<file path="config.mk">
export PLATFORM = sky130hd
export DESIGN_NAME = alu_branch_execute
export DESIGN_NICKNAME = d
export VERILOG_FILES = /design/src/include/exec_pkg.sv /design/src/design/alu_branch_execute.sv /design/src/design/product_unit.sv
export VERILOG_INCLUDE_DIRS = /design/src /design/src/include
export SDC_FILE = /design/constraint.sdc
export NUM_CORES = 1
export LEC_CHECK = 0
export ABC_AREA = 1
export BUFFER_PORTS_ARGS = -buffer_cell sky130_fd_sc_hd__buf_2
export CORE_ASPECT_RATIO = 1.4
export CORE_MARGIN = 8
export CORE_UTILIZATION = 30
export DETAILED_ROUTE_END_ITERATION = 8
export HOLD_SLACK_MARGIN = 0.05
export SKIP_LAST_GASP = 1
export SLEW_MARGIN = 20
export SYNTH_ARGS = -nofsm -noshare
export SYNTH_HDL_FRONTEND = slang
export SYNTH_SLANG_ARGS = --single-unit
</file>
<file path="constraint.sdc">
create_clock -name clk_i -period 3.9 [get_ports clk_i]
set_input_delay 0.195 -clock clk_i [delete_from_list [all_inputs] [get_ports clk_i]]
set_output_delay 0.195 -clock clk_i [all_outputs]
set_load 0.01 [all_outputs]
</file>
<file path="src/include/exec_consts.svh">
// Purpose: shared constants of the execute block
// Assumes: included by its bare name before the module
// Notes: flag positions follow the status byte layout
`ifndef EXEC_CONSTS_SVH
`define EXEC_CONSTS_SVH

// ****************************************
// status byte bit positions
// ****************************************
`define FLAG_C 0
`define FLAG_Z 1
`define FLAG_N 2
`define FLAG_V 3
`define FLAG_S 4
`define FLAG_H 5
`define FLAG_T 6
`define FLAG_I 7

// ****************************************
// reset values
// ****************************************
`define FLAGS_RESET 8'h00
`define PC_RESET 0

// ****************************************
// cycle counts and fixed operands
// ****************************************
`define CYC_1 3'h1
`define CYC_2 3'h2
`define CYC_3 3'h3
`define CYC_4 3'h4
`define SKIP_SHORT 2
`define SKIP_LONG 3
`define ALL_ONES 8'hff

`endif

</file>
<file path="src/include/exec_pkg.sv">
// Purpose: types of the execute block
// Assumes: nothing
// Notes: operation list is the decoded instruction handed in
package exec_pkg;

  // ****************************************
  // decoded operations
  // ****************************************
  typedef enum logic [5:0] {
    add_regs, add_with_carry, word_add_immediate, word_subtract_immediate,
    subtract_regs, subtract_constant, subtract_with_borrow, subtract_constant_with_borrow,
    and_regs, and_with_constant, or_regs, or_with_constant, exclusive_or_regs,
    invert_all_bits, negate_value, set_bits_masked, clear_bits_masked,
    plus_one, minus_one, zero_sign_test, zero_register, fill_ones,
    product_unsigned, product_signed, product_mixed_sign,
    fraction_product_unsigned, fraction_product_signed, fraction_product_mixed,
    relative_jump, pointer_jump, absolute_jump,
    relative_subroutine_call, pointer_subroutine_call, absolute_subroutine_call,
    subroutine_exit, interrupt_exit,
    compare_skip_equal, compare_regs, compare_with_borrow, compare_immediate,
    skip_reg_bit_clear, skip_reg_bit_set, skip_io_bit_clear, skip_io_bit_set,
    branch_flag_set, branch_flag_clear, branch_signed_ge, branch_signed_lt,
    branch_unsigned_ge, branch_unsigned_lt, branch_irq_enabled, branch_irq_disabled,
    branch_half_carry_set, branch_transfer_bit_set, branch_overflow_set,
    no_operation
  } op_e;

  typedef enum logic {st_idle, st_busy} state_e;

  // ****************************************
  // everything written back at commit except pc and link
  // ****************************************
  typedef struct packed {
    logic [7:0] res;
    logic res_we;
    logic [15:0] word;
    logic word_we;
    logic [15:0] prod;
    logic prod_we;
    logic [7:0] flags;
    logic push;
  } commit_s;

endpackage

</file>
<file path="src/design/alu_branch_execute.sv">
// Purpose: execute stage for arithmetic, logic, multiply, compare, skip and branch
// Assumes: caller decodes the instruction, supplies operands, writes back results
// Notes: one instruction at a time; issue is ignored while busy_o is high
//
// Operation
// RQ1 - register add writes sum in one cycle, updates Z C N V H
// RQ2 - add with carry adds carry flag in, one cycle, Z C N V H
// RQ3 - word add immediate on register pair, two cycles, Z C N V S
// RQ4 - word subtract immediate on register pair, two cycles, Z C N V S
// RQ5 - subtract register or constant stores difference, one cycle, Z C N V H
// RQ6 - subtract with borrow also subtracts carry, one cycle, Z C N V H
// RQ7 - AND, OR, XOR one cycle, update Z N V, keep C and H
// RQ8 - set bits ORs mask, clear bits ANDs inverted mask, one cycle
// RQ9 - zero sign test ANDs register with itself, value kept, Z N V
// RQ10 - three multiplies give 16-bit product to low pair, two cycles, Z C
// RQ11 - fractional multiplies shift product left one, two cycles, Z C
// RQ12 - pointer jump loads pc from Z pointer, two cycles, no flags
// RQ13 - pointer call loads pc from Z, saves return, three cycles
// RQ14 - compare skip equal skips next instruction, one to three cycles
// RQ15 - compares set Z N V C H only, no write, one cycle; the code also updates S
// RQ16 - skip on register bit clear or set, one to three cycles
// RQ17 - skip on I/O bit clear or set, one to three cycles
// RQ18 - branch on selected flag adds offset plus one, one or two cycles
// RQ19 - signed branches taken on N xor V, one or two cycles
// RQ20 - unsigned branches taken on carry clear or set
// RQ21 - interrupt branches taken on global interrupt enable bit
// RQ22 - branches on H T V Z C N set or clear, one or two cycles
// RQ23 - relative jump two, relative call three, absolute jump three, call four
// RQ24 - returns pop pc in four cycles, interrupt return sets I
// RQ25 - invert and negate one cycle, increment decrement update Z N V
// RQ26 - clear register XORs itself with Z N V, fill ones no flags
`include "exec_consts.svh"

// ****************************************
// execute unit
// ****************************************
module alu_branch_execute #(
  parameter int PC_W = 16
) (
  input logic clk_i,
  input logic rst_n_i,
  input logic issue_i,
  input exec_pkg::op_e op_i,
  input logic [7:0] a_i,
  input logic [7:0] b_i,
  input logic [15:0] pair_i,
  input logic [2:0] bit_sel_i,
  input logic [7:0] io_val_i,
  input logic [PC_W-1:0] offset_i,
  input logic [PC_W-1:0] target_i,
  input logic [PC_W-1:0] z_ptr_i,
  input logic [PC_W-1:0] stack_pc_i,
  input logic next_long_i,
  output logic busy_o,
  output logic done_o,
  output logic [7:0] result_o,
  output logic result_we_o,
  output logic [15:0] word_result_o,
  output logic word_we_o,
  output logic [15:0] product_o,
  output logic product_we_o,
  output logic [7:0] flags_o,
  output logic [PC_W-1:0] pc_o,
  output logic push_o,
  output logic [PC_W-1:0] link_addr_o
);
  import exec_pkg::*;

  // wider pc would exceed the pointer pair feeding it
  if (PC_W < 8 || PC_W > 16) begin : g_pc_check
    $error("PC_W must lie between 8 and 16");
  end

  state_e state_r;
  logic [2:0] cnt_r;
  commit_s n_c;
  commit_s pend_r;
  commit_s cm;
  logic [PC_W-1:0] n_pc;
  logic [PC_W-1:0] n_link;
  logic [PC_W-1:0] pend_pc_r;
  logic [PC_W-1:0] pend_link_r;
  logic [PC_W-1:0] cm_pc;
  logic [PC_W-1:0] cm_link;
  logic [PC_W-1:0] pc_next;
  logic [PC_W-1:0] pc_rel;
  logic [2:0] n_cyc;
  logic accept;
  logic commit;
  logic [7:0] opa;
  logic [7:0] opb;
  logic [7:0] lres;
  logic [7:0] r;
  logic [8:0] sum9;
  logic cin;
  logic sub;
  logic arith;
  logic keepz;
  logic logic_upd;
  logic vlog;
  logic hv;
  logic vv;
  logic take;
  logic skip;
  logic flag_bit;
  logic c_flag;
  logic n_flag;
  logic v_flag;
  logic [15:0] k6;
  logic [15:0] wres;
  logic [15:0] prod;
  logic mcarry;
  logic mzero;
  logic msa;
  logic msb;
  logic mfrac;

  // ****************************************
  // operand preparation
  // ****************************************
  assign accept = issue_i && (state_r == st_idle);
  assign c_flag = flags_o[`FLAG_C];
  assign n_flag = flags_o[`FLAG_N];
  assign v_flag = flags_o[`FLAG_V];
  assign flag_bit = flags_o[bit_sel_i];
  assign pc_next = PC_W'(pc_o + 1);
  assign pc_rel = PC_W'(pc_o + offset_i + 1);
  // word immediate is six bits wide
  assign k6 = {10'h000, b_i[5:0]};
  assign wres = (op_i == word_subtract_immediate) ? pair_i - k6 : pair_i + k6; // RQ3 RQ4

  assign msa = (op_i == product_signed) || (op_i == product_mixed_sign) ||
               (op_i == fraction_product_signed) || (op_i == fraction_product_mixed);
  assign msb = (op_i == product_signed) || (op_i == fraction_product_signed);
  assign mfrac = (op_i == fraction_product_unsigned) || (op_i == fraction_product_signed) ||
                 (op_i == fraction_product_mixed);

  product_unit product_unit_i (
    .a_i(a_i),
    .b_i(b_i),
    .a_signed_i(msa),
    .b_signed_i(msb),
    .frac_i(mfrac),
    .product_o(prod),
    .carry_o(mcarry),
    .zero_o(mzero)
  );

  // ****************************************
  // decode and result computation
  // ****************************************
  always_comb begin
    n_c = '0;
    n_c.res = a_i;
    n_c.word = wres;
    n_c.prod = prod;
    n_c.flags = flags_o;
    n_pc = pc_next;
    n_link = pc_next;
    n_cyc = `CYC_1;
    opa = a_i;
    opb = b_i;
    cin = 1'b0;
    sub = 1'b0;
    arith = 1'b0;
    keepz = 1'b0;
    logic_upd = 1'b0;
    lres = a_i;
    vlog = 1'b0;
    take = 1'b0;
    skip = 1'b0;
    case (op_i)
      add_regs: begin
        arith = 1'b1; // RQ1
        n_c.res_we = 1'b1;
      end
      add_with_carry: begin
        arith = 1'b1;
        cin = c_flag; // RQ2
        n_c.res_we = 1'b1;
      end
      subtract_regs, subtract_constant: begin
        arith = 1'b1;
        sub = 1'b1; // RQ5
        n_c.res_we = 1'b1;
      end
      subtract_with_borrow, subtract_constant_with_borrow: begin
        arith = 1'b1;
        sub = 1'b1;
        cin = c_flag; // RQ6
        keepz = 1'b1;
        n_c.res_we = 1'b1;
      end
      negate_value: begin
        arith = 1'b1;
        sub = 1'b1;
        opa = 8'h00; // RQ25
        opb = a_i;
        n_c.res_we = 1'b1;
      end
      compare_regs, compare_immediate: begin
        arith = 1'b1; // RQ15
        sub = 1'b1;
      end
      compare_with_borrow: begin
        arith = 1'b1; // RQ15
        sub = 1'b1;
        cin = c_flag;
        keepz = 1'b1;
      end
      and_regs, and_with_constant: begin
        logic_upd = 1'b1; // RQ7
        lres = a_i & b_i;
      end
      or_regs, or_with_constant: begin
        logic_upd = 1'b1; // RQ7
        lres = a_i | b_i;
      end
      exclusive_or_regs: begin
        logic_upd = 1'b1; // RQ7
        lres = a_i ^ b_i;
      end
      set_bits_masked: begin
        logic_upd = 1'b1;
        lres = a_i | b_i; // RQ8
      end
      clear_bits_masked: begin
        logic_upd = 1'b1;
        lres = a_i & (`ALL_ONES - b_i); // RQ8
      end
      zero_sign_test: begin
        logic_upd = 1'b1;
        lres = a_i & a_i; // RQ9
      end
      zero_register: begin
        logic_upd = 1'b1;
        lres = a_i ^ a_i; // RQ26
      end
      invert_all_bits: begin
        logic_upd = 1'b1;
        lres = `ALL_ONES - a_i; // RQ25
        n_c.flags[`FLAG_C] = 1'b1;
      end
      plus_one: begin
        logic_upd = 1'b1;
        lres = a_i + 8'h01; // RQ25
        vlog = (a_i == 8'h7f);
      end
      minus_one: begin
        logic_upd = 1'b1;
        lres = a_i - 8'h01; // RQ25
        vlog = (a_i == 8'h80);
      end
      fill_ones: begin
        n_c.res = `ALL_ONES; // RQ26
        n_c.res_we = 1'b1;
      end
      word_add_immediate: begin
        n_cyc = `CYC_2; // RQ3
        n_c.word_we = 1'b1;
        n_c.flags[`FLAG_V] = ~pair_i[15] & wres[15];
        n_c.flags[`FLAG_C] = ~wres[15] & pair_i[15];
        n_c.flags[`FLAG_N] = wres[15];
        n_c.flags[`FLAG_Z] = (wres == 16'h0000);
        n_c.flags[`FLAG_S] = wres[15] ^ (~pair_i[15] & wres[15]);
      end
      word_subtract_immediate: begin
        n_cyc = `CYC_2; // RQ4
        n_c.word_we = 1'b1;
        n_c.flags[`FLAG_V] = pair_i[15] & ~wres[15];
        n_c.flags[`FLAG_C] = wres[15] & ~pair_i[15];
        n_c.flags[`FLAG_N] = wres[15];
        n_c.flags[`FLAG_Z] = (wres == 16'h0000);
        n_c.flags[`FLAG_S] = wres[15] ^ (pair_i[15] & ~wres[15]);
      end
      product_unsigned, product_signed, product_mixed_sign,
      fraction_product_unsigned, fraction_product_signed, fraction_product_mixed: begin
        n_cyc = `CYC_2; // RQ10 RQ11
        n_c.prod_we = 1'b1;
        n_c.flags[`FLAG_C] = mcarry;
        n_c.flags[`FLAG_Z] = mzero;
      end
      relative_jump: begin
        n_cyc = `CYC_2; // RQ23
        n_pc = pc_rel;
      end
      relative_subroutine_call: begin
        n_cyc = `CYC_3; // RQ23
        n_pc = pc_rel;
        n_c.push = 1'b1;
      end
      absolute_jump: begin
        n_cyc = `CYC_3; // RQ23
        n_pc = target_i;
      end
      absolute_subroutine_call: begin
        n_cyc = `CYC_4; // RQ23
        n_pc = target_i;
        n_link = PC_W'(pc_o + 2);
        n_c.push = 1'b1;
      end
      pointer_jump: begin
        n_cyc = `CYC_2; // RQ12
        n_pc = z_ptr_i;
      end
      pointer_subroutine_call: begin
        n_cyc = `CYC_3; // RQ13
        n_pc = z_ptr_i;
        n_c.push = 1'b1;
      end
      subroutine_exit: begin
        n_cyc = `CYC_4; // RQ24
        n_pc = stack_pc_i;
      end
      interrupt_exit: begin
        n_cyc = `CYC_4; // RQ24
        n_pc = stack_pc_i;
        n_c.flags[`FLAG_I] = 1'b1;
      end
      compare_skip_equal: skip = (a_i == b_i); // RQ14
      skip_reg_bit_clear: skip = ~a_i[bit_sel_i]; // RQ16
      skip_reg_bit_set: skip = a_i[bit_sel_i]; // RQ16
      skip_io_bit_clear: skip = ~io_val_i[bit_sel_i]; // RQ17
      skip_io_bit_set: skip = io_val_i[bit_sel_i]; // RQ17
      branch_flag_set: take = flag_bit; // RQ18 RQ22
      branch_flag_clear: take = ~flag_bit; // RQ18 RQ22
      branch_signed_ge: take = ~(n_flag ^ v_flag); // RQ19
      branch_signed_lt: take = n_flag ^ v_flag; // RQ19
      branch_unsigned_ge: take = ~c_flag; // RQ20
      branch_unsigned_lt: take = c_flag; // RQ20
      branch_irq_enabled: take = flags_o[`FLAG_I]; // RQ21
      branch_irq_disabled: take = ~flags_o[`FLAG_I]; // RQ21
      branch_half_carry_set: take = flags_o[`FLAG_H]; // RQ22
      branch_transfer_bit_set: take = flags_o[`FLAG_T]; // RQ22
      branch_overflow_set: take = v_flag; // RQ22
      default: begin
      end
    endcase
    // borrow out of bit 8 doubles as the carry flag for subtracts
    if (sub) begin
      sum9 = {1'b0, opa} - {1'b0, opb} - {8'h00, cin};
    end else begin
      sum9 = {1'b0, opa} + {1'b0, opb} + {8'h00, cin};
    end
    r = sum9[7:0];
    if (sub) begin
      hv = (~opa[3] & opb[3]) | (opb[3] & r[3]) | (r[3] & ~opa[3]);
      vv = (opa[7] & ~opb[7] & ~r[7]) | (~opa[7] & opb[7] & r[7]);
    end else begin
      hv = (opa[3] & opb[3]) | (opb[3] & ~r[3]) | (~r[3] & opa[3]);
      vv = (opa[7] & opb[7] & ~r[7]) | (~opa[7] & ~opb[7] & r[7]);
    end
    if (arith) begin
      n_c.res = r; // RQ1 RQ2 RQ5 RQ6
      n_c.flags[`FLAG_C] = sum9[8];
      // borrow forms keep Z only if it was already set, for multi-byte chains
      n_c.flags[`FLAG_Z] = keepz ? ((r == 8'h00) & flags_o[`FLAG_Z]) : (r == 8'h00);
      n_c.flags[`FLAG_N] = r[7];
      n_c.flags[`FLAG_V] = vv;
      n_c.flags[`FLAG_S] = r[7] ^ vv;
      n_c.flags[`FLAG_H] = hv;
    end
    if (logic_upd) begin
      n_c.res = lres; // RQ7 RQ8 RQ9
      n_c.res_we = 1'b1;
      n_c.flags[`FLAG_Z] = (lres == 8'h00);
      n_c.flags[`FLAG_N] = lres[7];
      n_c.flags[`FLAG_V] = vlog;
      n_c.flags[`FLAG_S] = lres[7] ^ vlog;
    end
    if (take) begin
      n_pc = pc_rel; // RQ18
      n_cyc = `CYC_2;
    end
    if (skip) begin
      n_pc = next_long_i ? PC_W'(pc_o + `SKIP_LONG) : PC_W'(pc_o + `SKIP_SHORT); // RQ14
      n_cyc = next_long_i ? `CYC_3 : `CYC_2;
    end
  end

  // ****************************************
  // sequencing
  // ****************************************
  assign commit = (accept && (n_cyc == `CYC_1)) || ((state_r == st_busy) && (cnt_r == 3'h1));
  assign cm = (state_r == st_idle) ? n_c : pend_r;
  assign cm_pc = (state_r == st_idle) ? n_pc : pend_pc_r;
  assign cm_link = (state_r == st_idle) ? n_link : pend_link_r;

  always_ff @(posedge clk_i or negedge rst_n_i) begin
    if (!rst_n_i) begin
      state_r <= st_idle;
      cnt_r <= 3'h0;
      busy_o <= 1'b0;
    end else begin
      case (state_r)
        st_idle: begin
          if (accept && (n_cyc != `CYC_1)) begin
            state_r <= st_busy;
            cnt_r <= n_cyc - `CYC_1;
            busy_o <= 1'b1;
          end
        end
        st_busy: begin
          cnt_r <= cnt_r - 3'h1;
          if (cnt_r == 3'h1) begin
            state_r <= st_idle;
            busy_o <= 1'b0;
          end
        end
        default: state_r <= st_idle;
      endcase
    end
  end

  // results are computed and captured at issue so the caller may move on
  always_ff @(posedge clk_i or negedge rst_n_i) begin
    if (!rst_n_i) begin
      pend_r <= '0;
      pend_pc_r <= '0;
      pend_link_r <= '0;
    end else if (accept) begin
      pend_r <= n_c;
      pend_pc_r <= n_pc;
      pend_link_r <= n_link;
    end
  end

  // ****************************************
  // write-back
  // ****************************************
  always_ff @(posedge clk_i or negedge rst_n_i) begin
    if (!rst_n_i) begin
      done_o <= 1'b0;
      result_we_o <= 1'b0;
      word_we_o <= 1'b0;
      product_we_o <= 1'b0;
      push_o <= 1'b0;
    end else begin
      done_o <= commit;
      result_we_o <= commit && cm.res_we;
      word_we_o <= commit && cm.word_we;
      product_we_o <= commit && cm.prod_we; // RQ10
      push_o <= commit && cm.push; // RQ13
    end
  end

  always_ff @(posedge clk_i or negedge rst_n_i) begin
    if (!rst_n_i) begin
      result_o <= 8'h00;
      word_result_o <= 16'h0000;
      product_o <= 16'h0000;
      link_addr_o <= '0;
    end else if (commit) begin
      result_o <= cm.res;
      word_result_o <= cm.word;
      product_o <= cm.prod;
      link_addr_o <= cm_link;
    end
  end

  always_ff @(posedge clk_i or negedge rst_n_i) begin
    if (!rst_n_i) begin
      flags_o <= `FLAGS_RESET;
      pc_o <= PC_W'(`PC_RESET);
    end else if (commit) begin
      flags_o <= cm.flags;
      pc_o <= cm_pc;
    end
  end
endmodule

</file>
<file path="src/design/product_unit.sv">
// Purpose: 8x8 multiplier with signed, mixed and fractional forms
// Assumes: purely combinational, sampled by the caller
// Notes: 9-bit sign extension covers all three sign forms at once

// ****************************************
// product unit
// ****************************************
module product_unit (
  input logic [7:0] a_i,
  input logic [7:0] b_i,
  input logic a_signed_i,
  input logic b_signed_i,
  input logic frac_i,
  output logic [15:0] product_o,
  output logic carry_o,
  output logic zero_o
);
  logic signed [8:0] ext_a;
  logic signed [8:0] ext_b;
  logic signed [17:0] full;
  logic [15:0] raw;

  assign ext_a = {a_signed_i & a_i[7], a_i};
  assign ext_b = {b_signed_i & b_i[7], b_i};
  assign full = ext_a * ext_b;
  assign raw = full[15:0];
  // carry is the top bit before any shift
  assign carry_o = raw[15]; // RQ10
  assign product_o = frac_i ? {raw[14:0], 1'b0} : raw; // RQ11
  assign zero_o = (product_o == 16'h0000);
endmodule

</file>
==> results_dict.tcl <==
set metrics [dict create \
    ys_seq_area_frac 0.253 \
    start_util 0.301 \
    rsz0062_at_grt "true" \
    vias_per_cell 4.87 \
    whs_endpoint "pend_r[27]$_DFFE_PN0P_" \
    synth_edf_count 0 \
    setup_viol 20 \
    finalHoldViolCount 0 \
    grt_max_degree 100 \
    power_mw 14.2 \
    switching_share 0.486 \
    worstMarginPinSlew_ns 1.07 \
    crit_top_cell "nand2_1" \
    fmax_ghz 0.205 \
    pin_count 203 \
    slowest_delay_ns 0.60 \
    r2r_slack_ns 0.56 \
    peakVddDrop_uv 424 \
    grt_pass1_vias 18106 \
    hold_depth 4 \
    drive_gt1_frac 0.217 \
    gp_congestion 0.972 \
    drt_iter0_markers 1048 \
    p_clk_frac 0.125 \
    area_growth_pct 29.3 \
    cp-start-kind "input port" \
    clk-insertion-delay-late_ns 0.44 \
    seqPwrFrac 0.235 \
    skew_ns 0.0209 \
    power_density_nw_per_um2 639 \
    wl_per_cell_um 17.4 \
    clockBufferDepth 2 \
    synthFlopType "dfrtp_1" \
    row_count 104 \
    violations "negative setup slack" \
    path_max_fanout 4 \
    fp.dieH_um 299 \
    antenna_found_initial 0 \
    drtPass1Iterations 5 \
    status "finished, violations left" \
    setup_ws_ns -0.987 \
    drc 0 \
    detail-route-antenna-nets 0 \
    hp-start "pair_i[0]" \
    core_area_um2 57100 \
    r2r_cells 20 \
    fin_util 0.390 \
    wl_um 64700 \
    critical_path_required_ns 4.25 \
    cts_buffers 17 \
    vias 18083 \
    netlist_area_um2 17200 \
    p_switching_mw 6.91 \
    grt_pass1_wl_um 100000 \
    root_buffer "clkbuf_16" \
    post-place-ws_ns -1.69 \
    place_hpwl_um 52300 \
    min_path_type "in2reg" \
    min_period_ns 4.89 \
    p_comb_frac 0.641 \
    dieArea_um2 65400 \
    avgSynthCellArea_um2 6.69 \
    slowest_stage "fa_1" \
    finalCritPeriodShare 1.25 \
    die_w_um 218 \
    power.internal_mw 7.31 \
    r2r_end "flags_o[1]$_DFFE_PN0P_" \
    fillers 6071 \
    fin_cells 3714 \
    synth_cell_types 47 \
    cts_max_level 4 \
    cts_tree "yes" \
    final_max_slew_viol_count 0 \
    grt_remaining_overflow 0 \
    yosys.area.top_type_share 0.253 \
    placedCellCount 3650 \
    port_buffers 202 \
    r2r-start "flags_o[0]$_DFFE_PN0P_" \
    grt_use_total 0.194 \
    synth-seq-cells 174 \
    synthCells 2573 \
    endpoint_kind "register" \
    clk_pin_slew_ns 0.08 \
    nNetsFinal 3261 \
    arrival_ns 5.24 \
    synthTopCellsByArea "dfrtp_1, nand2_1, ha_1" \
    p_leak_nw 11.6 \
    clock_sinks 174 \
    relSlewSlack 0.288 \
    critical_path_class "in2reg" \
    maxCapViolations 0 \
    syn-num-nets 2876 \
    yosys_warnings 0 \
    synthArstFlopShare 1.00 \
    yosysTopAreaCell "dfrtp_1" \
]
-- synth_stat cells (5+ instances only) --
cell       count
clkbuf_1      67
fa_1          70
nor2_1       193
a21o_1         8
o22ai_1       10
buf_2         17
ha_1         116
o21ai_1        7
a21oi_1      111
nand4_1       27
nor3_1        24
o21a_1         5
o21ai_0      250
a22oi_1       12
inv_1        340
xor2_1        48
o21bai_1       7
o31ai_1        6
dfrtp_1      174
nor2_2         6
o2111ai_1      6
nand3b_1       5
a211oi_1       9
o211ai_1      26
inv_2          7
a31oi_1       29
nand3_1      131
or2_2         10
buf_1          8
nand2_1      784
xnor2_1       22
and2_1         5
buf_4          7
-- how the worst max path moves through the flow --
stage | startpoint | slack, ns | endpoint | cells past startpoint
2_1_floorplan | op_i[4] | -1.03 | pend_r[2]$_DFFE_PN0P_ | 33
3_3_place_gp | op_i[4] | -1.65 | pend_r[2]$_DFFE_PN0P_ | 34
3_5_place_dp | op_i[4] | -1.69 | pend_r[2]$_DFFE_PN0P_ | 34
4_1_cts | op_i[5] | -0.97 | pend_r[2]$_DFFE_PN0P_ | 35
5_1_grt | op_i[2] | -1.28 | pend_r[2]$_DFFE_PN0P_ | 34
6_report | op_i[2] | -0.99 | pend_r[2]$_DFFE_PN0P_ | 35
-- cell type report --
| type | instances | area, µm² | share of cell area |
|---|---|---|---|
| Timing Repair Buffer | 465 | 3210 | 0.144 |
| Tap cell | 742 | 928 | 0.0417 |
| Clock inverter | 14 | 191 | 0.00860 |
| Clock buffer | 18 | 429 | 0.0193 |
| Antenna cell | 1 | 2.50 | 0.000112 |
| Multi-Input combinational cell | 1951 | 11800 | 0.530 |
| Sequential cell | 174 | 4360 | 0.196 |
| Inverter | 349 | 1350 | 0.0606 |
-- power groups by stage --
stage	clock (mW)	sequential [mW]	combinational, mW
2_1_floorplan	0	3.29	4.96
3_3_place_gp	0	3.35	8.08
3_5_place_dp	0	3.36	8.11
4_1_cts	1.82	3.33	8.82
5_1_grt	1.89	3.44	10.1
6_report	1.77	3.34	9.10
-- state kept, by name (all words and copies together) (netlist names) --
name           cells
result_we_o        1
done_o             1
state_r            1
pc_o              16
word_result_o     16
result_o           8
pend_r            52
pend_pc_r         16
busy_o             1
link_addr_o       16
flags_o            8
pend_link_r       16
word_we_o          1
cnt_r              3
push_o             1
product_we_o       1
product_o         16
-- what timing repair did --
action | 4_1_cts | 5_1_grt
buffers inserted | 24 | 14
pin swaps | 60 | 55
hold buffers | 1 | 0
gates resized for setup | 91 | 87
endpoints found under the hold margin | 75 | 0
setup endpoints to repair | 21 | 24
-- metrics by stage --
stage                     hold slack [ns]  setup TNS (ns)  instance area [µm²]
after global routing                0.265          -15.75                22300
after CTS                           0.233          -12.81                21900
after detailed placement            0.256          -28.29                20700
after global placement              0.254          -27.41                20700
final                               0.257          -11.85                22300
after floorplan                    -0.101          -12.55                17400
-- cell usage in the layout (no fill, tap or decap), types with 25 or more instances in the layout --
cell type,n
nand4_1,27
inv_1,316
xor2_1,47
buf_2,186
fa_1,66
o21ai_0,230
inv_2,25
nand2_1,755
nand3_1,119
dfrtp_1,173
nor2_1,184
a31oi_1,28
a21oi_1,107
buf_4,246
o211ai_1,26
ha_1,99
-- routing by layer --
metal | up-vias | share of wire | GRT usage
met5 | - | 0 | 0
met4 | 0 | 0.060 | 0.110
met3 | 137 | 0.039 | 0.0189
met2 | 459 | 0.50 | 0.351
met1 | 8406 | 0.40 | 0.218
li1 | 9081 | - | -
-- critical path: cells and delay by family --
family	cells	cell delay, ns
xor gates and xnor gates	1	0.17
adders and majority gates	6	2.36
and+or+nand+nor	18	1.53
AOI/OAI and AO/OA	2	0.26
buffers and inverters	8	0.71
-- cell families after synthesis --
family	Yosys count	synth area share
adder cells (fa/ha/maj)	186	0.166
buffers and inverters	448	0.100
AO/OA/AOI/OAI	497	0.162
AND/OR/NAND/NOR	1198	0.284
XOR/XNOR	70	0.0356
flip-flops	174	0.253
No activity file was read; power rests on OpenSTA's default activity.
